$ cat src/inc/lock_fault_defines.svh
// Behaviour
// - threshold field bits 21-19, codes 0,1 equal
// - codes 0,1 latch fault, tristate gates
// - code 2 latches, high-side brake
// - code 3 latches, low-side brake
// - codes 4-7 auto-clear after retry wait
// - retries beyond limit make fault latched
// - code 8 reports only, keeps driving
// - code 9 and above disables detection
// - deglitch field bits 14-12, code 0 immediate
// - retry limit bits 2-0, 0 unlimited
`ifndef LOCK_FAULT_DEFINES_SVH
`define LOCK_FAULT_DEFINES_SVH
`define THR_LSB 19
`define THR_MSB 21
`define MODE_LSB 15
`define MODE_MSB 18
`define DEG_LSB 12
`define DEG_MSB 14
`define RETRY_LSB 0
`define RETRY_MSB 2
`define SETUP_RESET 32'h0000_0000
// writable bits: 30-12 and 10-0; 31 and 11 reserved
`define SETUP_WMASK 32'h7fff_f7ff
`define RETRY_WAIT_DEFAULT 50000
`endif

$ cat src/inc/lock_fault_pkg.sv
package lock_fault_pkg;
  typedef enum logic [3:0] {
    ST_RUN = 4'b0001,
    ST_WAIT = 4'b0010,
    ST_LATCH = 4'b0100,
    ST_REPORT = 4'b1000
  } fault_state_t;
  typedef enum logic [1:0] {
    GATE_DRIVE = 2'h0,
    GATE_HIZ = 2'h1,
    GATE_HS_BRAKE = 2'h2,
    GATE_LS_BRAKE = 2'h3
  } gate_state_t;
endpackage

$ cat src/rtl/lock_fault_ctrl.sv
`timescale 1ns/1ps
`include "lock_fault_defines.svh"
module lock_fault_ctrl
  import lock_fault_pkg::*;
#(
  parameter int RETRY_WAIT = `RETRY_WAIT_DEFAULT
) (
  // clock and reset
  input wire logic clk_sys,
  input wire logic reset_n,
  // register port
  input wire logic setup_we,
  input wire logic [31:0] setup_wdata,
  output logic [31:0] setup_rdata,
  input wire logic fault_clear,
  // analog side
  input wire logic ilimit_lock,
  output logic [2:0] absent_load_current_threshold,
  // responses
  output gate_state_t gate_state,
  output logic fault_out_low,
  output logic lock_reported,
  output logic fault_latched
);
  logic [31:0] setup_q;
  logic [3:0] mode;
  logic [2:0] limit_code;
  logic lock_det;
  logic det_rise;
  logic det_prev_q;
  fault_state_t state_q;
  logic [31:0] wait_q;
  logic [4:0] tries_q;
  logic [4:0] limit_n;
  gate_state_t gate_q;

  // retry limit code to attempt count, zero for unlimited
  function automatic logic [4:0] retry_limit(input logic [2:0] c);
    case (c)
      3'h1: retry_limit = 5'h02;
      3'h2: retry_limit = 5'h03;
      3'h3: retry_limit = 5'h05;
      3'h4: retry_limit = 5'h07;
      3'h5: retry_limit = 5'h0a;
      3'h6: retry_limit = 5'h0f;
      3'h7: retry_limit = 5'h14;
      default: retry_limit = 5'h00;
    endcase
  endfunction

  // gate state chosen by response code
  function automatic gate_state_t gate_for(input logic [3:0] m);
    case (m)
      4'h2, 4'h6: gate_for = GATE_HS_BRAKE;
      4'h3, 4'h7: gate_for = GATE_LS_BRAKE;
      default: gate_for = GATE_HIZ;
    endcase
  endfunction

  // configuration register, reserved bits stay zero
  always_ff @(posedge clk_sys or negedge reset_n) begin
    if (!reset_n) begin
      setup_q <= `SETUP_RESET;
    end else if (setup_we) begin
      setup_q <= setup_wdata & `SETUP_WMASK;
    end
  end

  assign setup_rdata = setup_q;
  assign mode = setup_q[`MODE_MSB:`MODE_LSB];
  assign limit_code = setup_q[`RETRY_MSB:`RETRY_LSB];
  assign limit_n = retry_limit(limit_code);
  // threshold goes to the comparator; codes 0 and 1 share a level there
  assign absent_load_current_threshold =
    setup_q[`THR_MSB:`THR_LSB];

  lock_deglitch u_deglitch (
    .clk_sys(clk_sys),
    .reset_n(reset_n),
    .deg_code(setup_q[`DEG_MSB:`DEG_LSB]),
    .lock_raw(ilimit_lock && mode < 4'h9),
    .lock_det(lock_det)
  );

  // edge of detection starts each fault episode
  always_ff @(posedge clk_sys or negedge reset_n) begin
    if (!reset_n) begin
      det_prev_q <= 1'b0;
    end else begin
      det_prev_q <= lock_det;
    end
  end
  assign det_rise = lock_det && !det_prev_q;

  // fault sequencing
  always_ff @(posedge clk_sys or negedge reset_n) begin
    if (!reset_n) begin
      state_q <= ST_RUN;
      gate_q <= GATE_DRIVE;
      wait_q <= '0;
      tries_q <= '0;
    end else begin
      case (state_q)
        ST_RUN: begin
          gate_q <= GATE_DRIVE;
          if (det_rise && mode < 4'h4) begin
            state_q <= ST_LATCH;
            gate_q <= gate_for(mode);
          end else if (det_rise && mode < 4'h8) begin
            gate_q <= gate_for(mode);
            wait_q <= '0;
            if (limit_n != 5'h00 && tries_q >= limit_n) begin
              state_q <= ST_LATCH;
            end else begin
              state_q <= ST_WAIT;
            end
          end else if (det_rise && mode == 4'h8) begin
            state_q <= ST_REPORT;
          end
        end
        ST_WAIT: begin
          if (wait_q >= 32'(RETRY_WAIT - 1)) begin
            state_q <= ST_RUN;
            gate_q <= GATE_DRIVE;
            if (tries_q != 5'h1f) begin
              tries_q <= tries_q + 1'b1;
            end
          end else begin
            wait_q <= wait_q + 1'b1;
          end
        end
        ST_LATCH: begin
          if (fault_clear) begin
            state_q <= ST_RUN;
            gate_q <= GATE_DRIVE;
            tries_q <= '0;
          end
        end
        ST_REPORT: begin
          // report flag holds while the detection stands, unless fault_clear ends it
          if (!lock_det || fault_clear) begin
            state_q <= ST_RUN;
          end
        end
        default: begin
          state_q <= ST_RUN;
          gate_q <= GATE_DRIVE;
        end
      endcase
    end
  end

  assign gate_state = gate_q;
  assign fault_latched = (state_q == ST_LATCH);
  assign lock_reported = (state_q != ST_RUN);
  // pin low for any pending lock fault, including report only
  assign fault_out_low = (state_q == ST_RUN);

  // latched responses, one per gate choice
  a_latch_gate: assert property (@(posedge clk_sys)
    disable iff (!reset_n)
    state_q == ST_RUN && det_rise && mode < 4'h2
    |=> state_q == ST_LATCH && gate_state == GATE_HIZ && !fault_out_low)
    else $error("latched tristate response missing");
  a_hs_brake: assert property (@(posedge clk_sys)
    disable iff (!reset_n)
    state_q == ST_RUN && det_rise && mode == 4'h2
    |=> fault_latched && gate_state == GATE_HS_BRAKE)
    else $error("high side brake missing");
  a_ls_brake: assert property (@(posedge clk_sys)
    disable iff (!reset_n)
    state_q == ST_RUN && det_rise && mode == 4'h3
    |=> fault_latched && gate_state == GATE_LS_BRAKE)
    else $error("low side brake missing");
  // a latched fault stands until software clears it
  a_latch_hold: assert property (@(posedge clk_sys)
    disable iff (!reset_n)
    fault_latched && !fault_clear |=> fault_latched && $stable(gate_state))
    else $error("latched fault dropped without clear");

  // auto retry: entry, wait and release
  a_retry_gate: assert property (@(posedge clk_sys)
    disable iff (!reset_n)
    state_q == ST_RUN && det_rise && mode inside {[4'h4:4'h7]}
    && (limit_n == 5'h00 || tries_q < limit_n)
    |=> state_q == ST_WAIT && !fault_latched && lock_reported
    && gate_state == (($past(mode) == 4'h6) ? GATE_HS_BRAKE
    : ($past(mode) == 4'h7) ? GATE_LS_BRAKE : GATE_HIZ))
    else $error("auto retry entry wrong");
  a_wait_gate: assert property (@(posedge clk_sys)
    disable iff (!reset_n)
    state_q == ST_WAIT |-> gate_state != GATE_DRIVE && !fault_out_low)
    else $error("gates driven during retry wait");
  a_retry_end: assert property (@(posedge clk_sys)
    disable iff (!reset_n)
    state_q == ST_WAIT && wait_q >= 32'(RETRY_WAIT - 1)
    |=> state_q == ST_RUN && gate_state == GATE_DRIVE)
    else $error("auto retry did not clear");
  // each finished wait is one more attempt, saturating
  a_count_step: assert property (@(posedge clk_sys)
    disable iff (!reset_n)
    state_q == ST_WAIT && wait_q >= 32'(RETRY_WAIT - 1) && tries_q < 5'h1f
    |=> tries_q == $past(tries_q) + 5'h01)
    else $error("retry attempt not counted");
  a_retry_cap: assert property (@(posedge clk_sys)
    disable iff (!reset_n)
    state_q == ST_RUN && det_rise && mode inside {[4'h4:4'h7]}
    && limit_n != 5'h00 && tries_q >= limit_n
    |=> fault_latched)
    else $error("retry limit not enforced");

  // report only and disabled codes leave the bridge alone
  a_report_only: assert property (@(posedge clk_sys)
    disable iff (!reset_n)
    state_q == ST_RUN && det_rise && mode == 4'h8
    |=> lock_reported && gate_state == GATE_DRIVE)
    else $error("report only touched gates");
  a_report_end: assert property (@(posedge clk_sys)
    disable iff (!reset_n)
    state_q == ST_REPORT && !lock_det |=> state_q == ST_RUN)
    else $error("report did not end with detection");
  a_disabled: assert property (@(posedge clk_sys)
    disable iff (!reset_n)
    mode >= 4'h9 && state_q == ST_RUN |=> !fault_latched)
    else $error("disabled mode raised a fault");

  // attempt bookkeeping
  a_clear_count: assert property (@(posedge clk_sys)
    disable iff (!reset_n)
    state_q == ST_LATCH && fault_clear |=> tries_q == 5'h00)
    else $error("retry count not cleared");
  a_limit_map: assert property (@(posedge clk_sys)
    disable iff (!reset_n)
    limit_code == 3'h7 |-> limit_n == 5'h14)
    else $error("retry limit decode wrong");
endmodule

$ cat src/rtl/lock_deglitch.sv
`timescale 1ns/1ps
`include "lock_fault_defines.svh"
module lock_deglitch
  import lock_fault_pkg::*;
#(
  parameter int CW = 16,
  parameter logic [CW*7-1:0] DEG_CYCLES = {16'd5000, 16'd2500, 16'd1000,
    16'd500, 16'd250, 16'd100, 16'd50}
) (
  // clock and reset
  input wire logic clk_sys,
  input wire logic reset_n,
  // filter
  input wire logic [2:0] deg_code,
  input wire logic lock_raw,
  output logic lock_det
);
  logic [CW-1:0] cnt_q;
  logic [CW-1:0] limit;

  // code n selects entry n-1; code 0 bypasses
  always_comb begin
    limit = DEG_CYCLES[CW-1:0];
    for (int i = 1; i < 8; i++) begin
      if (deg_code == 3'(i)) begin
        limit = DEG_CYCLES[(i-1)*CW +: CW];
      end
    end
  end

  // any drop of the condition restarts the count
  always_ff @(posedge clk_sys or negedge reset_n) begin
    if (!reset_n) begin
      cnt_q <= '0;
    end else if (!lock_raw) begin
      cnt_q <= '0;
    end else if (cnt_q < limit) begin
      cnt_q <= cnt_q + 1'b1;
    end
  end

  assign lock_det = (deg_code == 3'h0) ? lock_raw
                  : (lock_raw && cnt_q >= limit);

  // bypass and filtered paths of the detector
  a_deg_bypass: assert property (@(posedge clk_sys)
    disable iff (!reset_n)
    deg_code == 3'h0 |-> lock_det == lock_raw)
    else $error("bypass does not follow raw lock");
  a_deg_hold: assert property (@(posedge clk_sys)
    disable iff (!reset_n)
    lock_det && deg_code != 3'h0 |-> $past(lock_raw))
    else $error("detection without held condition");
endmodule

$ cat config.mk
export PLATFORM = sky130hd
export DESIGN_NAME = lock_fault_ctrl
export DESIGN_NICKNAME = d
export VERILOG_FILES = /design/src/inc/lock_fault_pkg.sv /design/src/rtl/lock_fault_ctrl.sv /design/src/rtl/lock_deglitch.sv
export VERILOG_INCLUDE_DIRS = /design/src /design/src/inc
export SDC_FILE = /design/constraint.sdc
export NUM_CORES = 1
export LEC_CHECK = 0
export BUFFER_PORTS_ARGS = -buffer_cell sky130_fd_sc_hd__buf_2
export CORE_UTILIZATION = 50
export DETAILED_ROUTE_END_ITERATION = 8
export GPL_TIMING_DRIVEN = 0
export PLACE_DENSITY_LB_ADDON = 0.12
export SLEW_MARGIN = 20
export SYNTH_ARGS = -nofsm -noshare
export SYNTH_HDL_FRONTEND = slang
export SYNTH_SLANG_ARGS = --single-unit
export TNS_END_PERCENT = 5
$ cat constraint.sdc
create_clock -name clk_sys -period 4.8 [get_ports clk_sys]
set_input_delay 0.72 -clock clk_sys [delete_from_list [all_inputs] [get_ports clk_sys]]
set_output_delay 0.72 -clock clk_sys [all_outputs]
set_load 0.1 [all_outputs]
After elaboration in Yosys (flattened, before gate mapping) --
Cells that the tools add are included.
Word-level totals: register bits 90, latch bits 0, memory bits (writable) 0, memory bits (read-only) 0, input bits 37, output and inout bits 40, word-level logic and storage cells 103, memories kept 0
Cells by class: add/sub/neg operators 3, $mul 0, divide/modulo/power cells 0, $lt $le $gt $ge 7, eq/ne operators 33, shifts and indexed selects 0, muxes and demuxes 32, bitwise logic cells 1, reductions and logical operators 20
Operator list (number):
- 16-bit 2-to-1 mux | 7
- 32-bit 2-to-1 mux | 3
- 32-bit case mux with 2 select lines | 1
- 5-bit case mux with 7 select lines | 1
- 32-bit by 1-bit adder with 32-bit output (second input constant) | 1
- 32-bit by 16-bit greater-or-equal comparator with 1-bit output (second input constant) | 1
- 3-bit equality test (second input constant) | 8
- 4-bit 2-to-1 mux | 6
- 16-bit by 1-bit adder with 16-bit output (second input constant) | 1
- 16-bit greater-or-equal comparator | 1
- 16-bit < comparator | 1
- 4-bit case mux with 4 select lines | 1
- 5-bit 2-to-1 mux | 3
- 2-bit inequality test (second input constant) | 7
- 3-bit by 2-bit equality test with 1-bit output (second input constant) | 4
- 4-bit by 2-bit equality test with 1-bit output (second input constant) | 3
- 4-bit by 3-bit equality test with 1-bit output (second input constant) | 3
- 4-bit AND reduction | 3
- 5-bit case mux with 2 select lines | 1
- 4-bit equality test (second input constant) | 2
- 4-bit < comparator (second input constant) | 2
- 2-bit 2-to-1 mux | 4
- 4-bit by 1-bit inequality test with 1-bit output (second input constant) | 2
- 2-bit case mux with 4 select lines | 1
- other kinds (20) | 29

Logic depth before layout (Yosys ltp) --
Gate-level depths: netlist (run 1).
depth after elaboration 16, depth in mapped cells 12, gate-level depth less buffers 11

Cells and area by module --
From an unflattened synthesis (run 1), not the netlist that was laid out.
Second synthesis, totals: cells, all modules 460, area total of the unflattened synthesis 4719.5 µm²
Modules (own cells, without submodules):
- lock_fault_ctrl | instances 1, cells each 329, area an instance 3574.7 µm², sequential area each 1853.0 µm²
- lock_deglitch | instances 1, cells each 131, area an instance 1144.8 µm², sequential area each 400.4 µm²

Worst setup path after synthesis (run 1) --
OpenSTA, ideal clock, no wires.
path type flip-flop to flip-flop, start register setup_q[14] (netlist: setup_rdata[14]), end register wait_q[15], setup time 0.119 ns, data arrival time 3.263 ns, data required time 4.681 ns, path slack 1.418 ns, stages on the path, launching flop included 12, buffers on the path 1, period minus slack after synthesis 3.382 ns, cells stage by stage dfrtp_1 inv_1 nor2_1 nand2_1 ha_1 a21oi_1 o211ai_1 or4b_1 a21oi_2 buf_4 nor4_1 o21a_1
Between the ends: word-level cells in the longest chain between the ends 14, elaborated cells on any way between the ends 22, those cells by class order compare: 1; eq/ne: 8; mux: 7; reduce/logical: 6
RTL lines:
- from (decl) | RTL line lock_fault_ctrl.sv:25 | logic [31:0] setup_q;
- from (signal assigned) | RTL line lock_fault_ctrl.sv:63 | setup_q <= `SETUP_RESET;
- from (signal assigned) | RTL line lock_fault_ctrl.sv:65 | setup_q <= setup_wdata & `SETUP_WMASK;
- 3-bit by 2-bit equality test with 1-bit output | RTL line lock_deglitch.sv:25 | if (deg_code == 3'(i)) begin
- 7-bit 2-to-1 mux | RTL line lock_deglitch.sv:25
- 16-bit 2-to-1 mux (5 in a row) | RTL line lock_deglitch.sv:25
- 16-bit greater-or-equal comparator | RTL line lock_deglitch.sv:43 | : (lock_raw && cnt_q >= limit);
- 1-bit logical AND | RTL line lock_deglitch.sv:43
- 1-bit 2-to-1 mux (*) | RTL line lock_deglitch.sv:42 | assign lock_det = (deg_code == 3'h0) ? lock_raw
- 1-bit logical AND (*) | RTL line lock_fault_ctrl.sv:93 | assign det_rise = lock_det && !det_prev_q;
- 1-bit logical AND (on tied branches) | RTL line lock_fault_ctrl.sv:109, lock_fault_ctrl.sv:106
- 2-bit by 1-bit inequality test with 1-bit output (no source line) / 2-bit inequality test (equally long branches)
- 4-bit AND reduction (no source line) (*)
- to (signal assigned) | RTL line lock_fault_ctrl.sv:129 | wait_q <= wait_q + 1'b1;
- to (decl) | RTL line lock_fault_ctrl.sv:32 | logic [31:0] wait_q;
Every way passes the cells marked *; elsewhere a longest branch is shown, timed or not. A chain may end at the register's enable or synchronous reset.

Worst setup path after layout (run 1) --
Ends and elaborated chain as after synthesis.

==> impl_metrics.yaml, run 1 <==
outcome:
  status: "finished with violations"
  violations: "DRC"
final_layout:
  insertedDiodeCount: 0
  drive_gt1_share_pct: 25.0
  utilization_pct: 60.2
  layout_commonest_cell: "dfrtp_1"
  final_cell_mix: "dfrtp_1, buf_2, nand2_1, nor2_1, a21oi_1"
  nNetsFinal: 580
  stdcell_area_um2: 5300
  syn_to_final_growth_pct: 15.6
synth:
  synth_warnings: 0
  seq_area_frac_synth_pct: 49.1
  synth_edf_count: 0
  ys_seq_elements: 90
  avgSynthCellArea_um2: 10.4
  synthCells: 439
  synthArstFlopShare_pct: 100
  synth_ff_type: "dfrtp_1"
  synth_cell_types: 59
  syn_area_um2: 4590
floorplanning:
  rows: 34
  dieArea_um2: 9560
  pin_count: 77
  initial_core_util_pct: 52.1
  core_area_um2: 8810
  die_w_um: 97.8
  die-height_um: 97.8
clocking:
  cts_inserted_buffers: 9
  cts.clk_slew.worst_paths_ns: 0.09
  postCtsSetupBuffers: 0
  hold_buffers: 0
  clock_sinks: 90
  cts.htree.levels: 3
  clk_latency_ns: 0.36
  cts_tree: "done"
  cts_buffer_depth: 2
  cts_resized: 0
  clockRootBuffer: "clkbuf_8"
power:
  ir_worst_vdd_mv: 0.192
  p_int_w: 0.00112
  power.density_nw_per_um2: 320
  clkPwrFrac_pct: 30.7
  power.switching_w: 0.000580
  p_sw_share_pct: 34.2
  seqPwrFrac_pct: 47.5
  power_frac_comb_pct: 21.7
  leakage_nw: 2.49
timing:
  final_max_slew_viol_count: 0
  finalSetupTns_ns: 0
  max_freq_ghz: 0.316
  fin_crit_sh_pct: 66.0
  hold_viol_final: 0
  slew_headroom_pct: 36.6
  holdWs_ns: 0.353
  skew_ns: 0.00824
  rsz0062_at_grt: "no"
  setup_viol: 0
  worst_pin_slew_ns: 0.936
  min_period_ns: 3.17
worst_setup_path:
  critical_path_class: "reg2reg"
  critPathMaxStageDelay_ns: 0.64
  path_buf_inv: 2
  cpLargestDelayFamily: "simple AND/OR/NAND/NOR gates"
  critPathArrivalTime_ns: 3.42
  start_kind: "flip-flop"
  critical_path.max_fanout: 10
  reg2reg_to: "wait_q[15]"
  path_cells: "inv_1 -> nor2_1 -> nand2_1 -> ha_1 -> a21oi_1 -> o211ai_1 -> or4b_1 -> a21oi_2 -> buf_4 -> nor4_1 -> o21a_1"
  endpoint_kind: "flip-flop"
  cp_slowest_cell: "or4b_1"
  timing.rr.start: "setup_rdata[14]"
  reg2reg_slack_ns: 1.63
  worstPathRequired_ns: 5.05
  worstRegToRegCells: 11
global_routing:
  grt_pass1_wl_um: 16400
  grt_pass1_vias: 3444
  grt_usage_pct: 21.2
  gr-total-overflow: 0
  grt_max_degree: 50
  antenna_found_initial: 0
routing:
  drt_iter0_markers: 152
  drc_errors: 4
  vias: 3591
  first_pass_iters: 6
  totalWireLength_um: 9530
  viasPerCell: 5.66
  postRouteAntennaNets: 0
  wl_per_cell_um: 15.0
placement:
  place_congestion: 0.814
  place_hpwl_um: 7110
  placed_area_um2: 5110
  portBuffers: 71
hold_path:
  hold_class: "in2async"
run:
  timing.max_cap.violations: 0
==> logic make-up after synthesis <==
group	share of synthesized area (%)
other cells	0.0818
flops	49.1
buf+inv	3.16
compound gates	12.8
xor+xnor	2.48
simple gates	20.3
mux	6.58
fa+ha+maj	5.46
==> sequential cells by signal, summed over array words and instances (netlist names) <==
register / cells
tries_q: 5
wait_q: 32
state_q: 4
setup_rdata: 30
u_deglitch.cnt_q: 16
det_prev_q: 1
gate_state: 2
==> worst reg2reg max path, stage by stage, from the launching register on <==
cell	delay (ns)
dfrtp_1	0.48
inv_1	0.13
nor2_1	0.21
nand2_1	0.12
ha_1	0.31
a21oi_1	0.19
o211ai_1	0.24
or4b_1	0.64
a21oi_2	0.29
buf_4	0.22
nor4_1	0.07
o21a_1	0.17
==> synthesized netlist by cell type, types with 2 or more instances <==
master	n	area, um2
nor2_2	2	12.5
or4_1	4	30.0
nor2_1	28	105
nor4b_1	4	35.0
nand4_1	6	37.5
or3_1	4	25.0
mux2i_1	2	20.0
buf_4	6	45.0
nor2b_1	16	100
o31ai_1	8	60.1
o211ai_1	3	22.5
and3_1	10	62.6
ha_1	20	250
nor3_1	5	25.0
o21ai_0	22	110
a21o_1	4	30.0
inv_1	9	33.8
a31oi_1	6	37.5
xnor2_1	12	105
a32o_1	3	30.0
o41ai_1	3	26.3
o21a_1	5	37.5
o211a_1	2	20.0
and2_1	4	25.0
dfrtp_1	89	2230
clkbuf_1	10	37.5
nand3_1	14	70.1
and4_1	2	17.5
a21oi_1	27	135
nand2_1	38	143
or4b_1	2	20.0
mux2_2	25	282
nor4_1	18	113
==> cell type report <==
class,instances,area [um2]
Buffer,19,103
Clock buffer,11,141
Clock inverter,4,51.3
Fill cell,761,3500
Inverter,10,42.5
Multi-Input combinational cell,321,2190
Sequential cell,90,2250
Tap cell,108,135
Timing Repair Buffer,72,385
==> power by group through the flow <==
stage	combinational [W]	sequential [W]	clock, W
final	0.000368	0.000806	0.000521
after global routing	0.000389	0.000812	0.000565
after CTS	0.000372	0.000806	0.000540
after detailed placement	0.000371	0.000821	0
after global placement	0.000362	0.000820	0
after floorplan	0.000106	0.00100	0
==> metrics by stage <==
stage,setup slack [ns],cells,total power (W)
2_1_floorplan,1.42,440,0.00111
6_report,1.63,635,0.00170
4_1_cts,1.64,635,0.00172
5_1_grt,1.38,635,0.00177
3_3_place_gp,1.70,619,0.00118
3_5_place_dp,1.67,620,0.00119
==> routing by layer <==
layer  GRT usage, %  routed length (um)  vias to the layer above
met4           7.93                 141                        0
met1           29.7                4510                     1703
met5              0                   0                        -
met2           32.7                4410                       97
met3           4.37                 460                       13
li1               -                   -                     1778
==> worst max path at each step <==
| stage | end | depth (start not counted) | startpoint | slack (ns) |
|---|---|---|---|---|
| after global routing | wait_q[11] | 11 | setup_rdata[14] | 1.38 |
| after global placement | wait_q[15] | 11 | setup_rdata[14] | 1.70 |
| after floorplan | wait_q[15] | 11 | setup_rdata[14] | 1.42 |
| after detailed placement | wait_q[11] | 11 | setup_rdata[14] | 1.67 |
| final | wait_q[15] | 11 | setup_rdata[14] | 1.63 |
| after CTS | wait_q[11] | 11 | setup_rdata[14] | 1.64 |
(Power assumes the default switching activity.)
==> run 2: changes to the inputs <==
==> constraint.sdc (replaced) <==
create_clock -name clk_sys -period 3 [get_ports clk_sys]
set_input_delay 0.45 -clock clk_sys [delete_from_list [all_inputs] [get_ports clk_sys]]
set_output_delay 0.45 -clock clk_sys [all_outputs]
set_load 0.1 [all_outputs]
==> impl_metrics.yaml, run 2 (synthesis results as in run 1) <==
floorplanning:
  dieArea_um2: 9560
  die-height_um: 97.8
  initial_core_util_pct: 52.1
  rows: 34
  die_w_um: 97.8
  core_area_um2: 8810
  pin_count: 77
global_routing:
  grt_pass1_wl_um: 16600
  gr-total-overflow: 0
  grt_max_degree: 59
  antenna_found_initial: 0
  grt_pass1_vias: 3497
  grt_usage_pct: 21.5
routing:
  postRouteAntennaNets: 0
  first_pass_iters: 6
  vias: 3594
  drt_iter0_markers: 165
  viasPerCell: 5.65
  wl_per_cell_um: 15.1
  drc_errors: 6
  totalWireLength_um: 9600
clocking:
  cts_buffer_depth: 2
  clk_latency_ns: 0.37
  cts.htree.levels: 3
  cts.clk_slew.worst_paths_ns: 0.09
  clockRootBuffer: "clkbuf_8"
  cts_tree: "done"
  clock_sinks: 90
  hold_buffers: 0
  cts_inserted_buffers: 9
power:
  ir_worst_vdd_mv: 0.325
  power_w: 0.00266
  power_frac_comb_pct: 22.2
  clkPwrFrac_pct: 29.2
  power.density_nw_per_um2: 499
  p_int_w: 0.00171
  power.switching_w: 0.000955
  p_sw_share_pct: 35.9
  leakage_nw: 2.49
  seqPwrFrac_pct: 48.6
final_layout:
  regMostFlops: "wait_q"
  final_cell_mix: "dfrtp_1, buf_2, nand2_1, nor2_1"
  utilization_pct: 60.5
  drive_gt1_share_pct: 26.7
  nNetsFinal: 581
  stdcell_area_um2: 5330
  syn_to_final_growth_pct: 16.2
  largest_register_ffs: 32
  layout_commonest_cell: "dfrtp_1"
  insertedDiodeCount: 0
timing:
  fin_ws_ns: 0.146
  min_period_ns: 2.85
  fin_crit_sh_pct: 95.1
  skew_ns: 0.0140
  finalSetupTns_ns: 0
  hold_viol_final: 0
  slew_headroom_pct: 39.2
  final_max_slew_viol_count: 0
  max_freq_ghz: 0.350
  worst_pin_slew_ns: 0.897
  setup_viol: 0
run:
  timing.max_cap.violations: 0
placement:
  pre_cts_slack_ns: -0.0119
  place_congestion: 0.804
  placed_area_um2: 5120
  place_hpwl_um: 7100
  portBuffers: 71
worst_setup_path:
  critical_path_class: "reg2reg"
  startpoint: "setup_rdata[14]"
  worstPathRequired_ns: 3.25
  timing.rr.start: "setup_rdata[14]"
  reg2reg_slack_ns: 0.15
  critPathArrivalTime_ns: 3.11
  critical_path.max_fanout: 10
  worstRegToRegCells: 12
  start_kind: "flip-flop"
  reg2reg_to: "wait_q[15]"
  endpoint_kind: "flip-flop"
outcome:
  violations: "DRC"
  status: "finished with violations"
hold_path:
  hold_class: "in2async"
run 2: worst max-delay path by stage:
stage | slack, ns | depth (start not counted) | to
floorplan | 0.009 | 11 | wait_q[15]
global placement | -0.04 | 11 | wait_q[7]
detailed placement | -0.01 | 11 | wait_q[15]
CTS | 0.02 | 11 | wait_q[8]
global route | -0.01 | 12 | wait_q[10]
finish | 0.15 | 12 | wait_q[15]
run 2: final cells by class:
cell class	instances	area [um2]
Sequential cell	90	2260
Multi-Input combinational cell	321	2220
Inverter	10	42.5
Buffer	19	104
Tap cell	108	135
Timing Repair Buffer	73	393
Fill cell	762	3480
Clock inverter	5	40.0
Clock buffer	10	138
run 2: timing repair:
item | 4_1_cts | 5_1_grt
setup endpoints to repair | 8 | 36
resized for setup | 1 | 5
pin swaps | 0 | 0
buffers inserted | 0 | 1
run 2: power by group through the flow:
stage	sequential (W)	clock [W]	combinational [W]
floorplan	0.00161	0	0.000169
global placement	0.00131	0	0.000579
detailed placement	0.00132	0	0.000592
CTS	0.00129	0.000785	0.000595
global route	0.00130	0.000838	0.000626
finish	0.00129	0.000777	0.000592
run 2: metrics by stage:
step | hold WS, ns | instances
2_1_floorplan | 0.154 | 440
3_3_place_gp | 0.485 | 619
3_5_place_dp | 0.430 | 620
4_1_cts | 0.0355 | 635
5_1_grt | 0.0492 | 636
6_report | 0.0181 | 636
run 2: layer usage:
layer | part of all wire (%) | global-route usage (%)
met1 | 50 | 30.3
met3 | 3.5 | 3.94
met2 | 45 | 33.2
met4 | 1.6 | 8.16
met5 | 0 | 0
run 2: critical path: stages, from the launching register on:
cell     delay (ns)
dfrtp_4        0.52
inv_1          0.12
nor2_1         0.08
nand2_1        0.12
o21ai_0        0.10
ha_1           0.30
o21a_1         0.19
a21oi_2        0.17
or4b_4         0.51
a21oi_4        0.20
buf_4          0.20
nor4_1         0.07
o21a_1         0.17
==> run 3: changes to the inputs <==
--- a/config.mk
+++ b/config.mk
@@ -10,6 +10,8 @@
 export CORE_UTILIZATION = 50
 export DETAILED_ROUTE_END_ITERATION = 8
 export GPL_TIMING_DRIVEN = 0
+export HOLD_SLACK_MARGIN = 0.08
+export MAX_ROUTING_LAYER = met4
 export PLACE_DENSITY_LB_ADDON = 0.12
 export SLEW_MARGIN = 20
 export SYNTH_ARGS = -nofsm -noshare
==> impl_metrics.yaml, run 3 (synthesis results as in run 1) <==
final_layout:
  regMostFlops: "wait_q"
  nFillCells: 761
  insertedDiodeCount: 0
  largest_register_ffs: 32
  drive_gt1_share_pct: 26.7
  nNetsFinal: 582
  layout_commonest_cell: "dfrtp_1"
  regArea_um2: 2260
  final_cell_mix: "dfrtp_1, buf_2, nand2_1, nor2_1"
  stdcell_count: 637
  multi_input_area_um2: 2220
  syn_to_final_growth_pct: 16.5
worst_setup_path:
  start_kind: "flip-flop"
  worstPathRequired_ns: 3.29
  path_buf_inv: 2
  critPathMaxStageDelay_ns: 0.52
  critical_path_class: "reg2reg"
  endpoint_kind: "flip-flop"
  critical_path.max_fanout: 10
  cp_slowest_cell: "dfrtp_4"
  cpLargestDelayFamily: "compound AO/OA/AOI/OAI gates"
  path_cells: "inv_1 -> nor2_1 -> nand2_1 -> o21ai_0 -> ha_1 -> o21a_1 -> a21oi_2 -> or4b_4 -> a21oi_4 -> buf_4 -> nor2_2 -> a31oi_1"
  critPathArrivalTime_ns: 3.15
clocking:
  clock_sinks: 90
  cts.htree.levels: 3
  cts_inserted_buffers: 9
  clk_latency_ns: 0.37
  clockRootBuffer: "clkbuf_8"
  cts.clk_slew.worst_paths_ns: 0.10
  cts_tree: "done"
  cts_buffer_depth: 2
routing:
  postRouteAntennaNets: 0
  vias: 3607
  wl_per_cell_um: 15.1
  viasPerCell: 5.66
  drc_errors: 6
  drt_iter0_markers: 182
  first_pass_iters: 6
  totalWireLength_um: 9630
run:
  timing.max_cap.violations: 0
power:
  ir_worst_vdd_mv: 0.325
  leakage_nw: 2.49
  p_int_w: 0.00171
  clkPwrFrac_pct: 29.2
  p_sw_share_pct: 35.9
  power.density_nw_per_um2: 499
  seqPwrFrac_pct: 48.5
  power_w: 0.00266
  power_frac_comb_pct: 22.3
  power.switching_w: 0.000956
timing:
  fin_crit_sh_pct: 95.4
  fin_ws_ns: 0.138
  slew_headroom_pct: 36.1
  max_freq_ghz: 0.349
  min_period_ns: 2.86
  final_max_slew_viol_count: 0
  setup_viol: 0
  worst_pin_slew_ns: 0.944
  skew_ns: 0.0157
  hold_viol_final: 0
placement:
  placed_cells: 620
  place_hpwl_um: 7100
  portBuffers: 71
  place_congestion: 0.816
  pre_cts_slack_ns: -0.0119
global_routing:
  grt_pass1_vias: 3493
  grt_pass1_wl_um: 16600
  gr-total-overflow: 0
  grt_usage_pct: 22.2
  grt_max_degree: 59
  antenna_found_initial: 0
floorplanning:
  rows: 34
  die_w_um: 97.8
  core_area_um2: 8810
  die-height_um: 97.8
  initial_core_util_pct: 52.1
  dieArea_um2: 9560
  pin_count: 77
outcome:
  status: "finished with violations"
  violations: "DRC"
hold_path:
  hold_class: "in2reg"
## run 3: cell count changes in the layout (fill, tap and decap cells not counted), sizes merged
cell	change
dlygate4sd3	+1
## run 3: path summary, 6_finish.rpt
path / startpoint / endpoint / slack, ns / depth (start not counted)
hold / removal: setup_wdata[1] / setup_rdata[1] / 0.29 / 3
min in group asynchronous: reset_n / wait_q[24] / 0.56 / 2
setup reg to reg: setup_rdata[14] / wait_q[7] / 0.14 / 12
setup / recovery: setup_rdata[14] / wait_q[7] / 0.14 / 12
hold reg to reg: setup_rdata[29] / setup_rdata[29] / 0.51 / 1
max in group asynchronous: reset_n / state_q[0] / 1.75 / 3
## run 3: layout make-up
type | count | share of cell area, %
tap | 108 | 2.53
multi-input combinational | 321 | 41.5
inverter | 10 | 0.797
timing repair buffer | 74 | 7.54
clock inverter | 5 | 0.750
sequential | 90 | 42.3
clock buffer | 10 | 2.58
buffer | 19 | 1.94
## run 3: repair_timing
action                                  4_1_cts  5_1_grt
pin swaps                                     0        0
hold buffers                                  1        0
hold endpoints to repair                     32        0
setup buffers                                 0        1
resized for setup                             1        5
endpoints found under the setup margin        8       36
## run 3: worst reg2reg max path, stage by stage (launching register included)
cell and delay (ns):
dfrtp_4 0.52, inv_1 0.12, nor2_1 0.08, nand2_1 0.12, o21ai_0 0.10, ha_1 0.30, o21a_1 0.19, a21oi_2 0.18
or4b_4 0.51, a21oi_4 0.21, buf_4 0.20, nor2_2 0.11, a31oi_1 0.17
## run 3: power groups by stage
stage / sequential [W] / combinational [W] / clock (W)
4_1_cts: 0.00129 / 0.000596 / 0.000785
5_1_grt: 0.00130 / 0.000627 / 0.000835
3_5_place_dp: 0.00132 / 0.000592 / 0
2_1_floorplan: 0.00161 / 0.000169 / 0
6_report: 0.00129 / 0.000593 / 0.000777
3_3_place_gp: 0.00131 / 0.000579 / 0
## run 3: metal layers
layer | vias to the layer above | routed length [um] | GRT usage, %
met5 | - | 0 | -
met4 | 0 | 153 | 8.16
met3 | 13 | 338 | 3.51
met2 | 79 | 4370 | 33.1
met1 | 1733 | 4770 | 30.6
li1 | 1782 | - | -
## run 3: per-stage QoR
stage                     hold WS [ns]  utilization (%)  cell area, um2  TNS [ns]
after floorplan                  0.154                -            4600         0
after global routing             0.300             60.6            5340   -0.0329
final                            0.290             60.6            5340         0
after CTS                        0.281             60.4            5320         0
after detailed placement         0.430             58.2            5120   -0.0527
after global placement           0.485             57.9            5090    -0.262
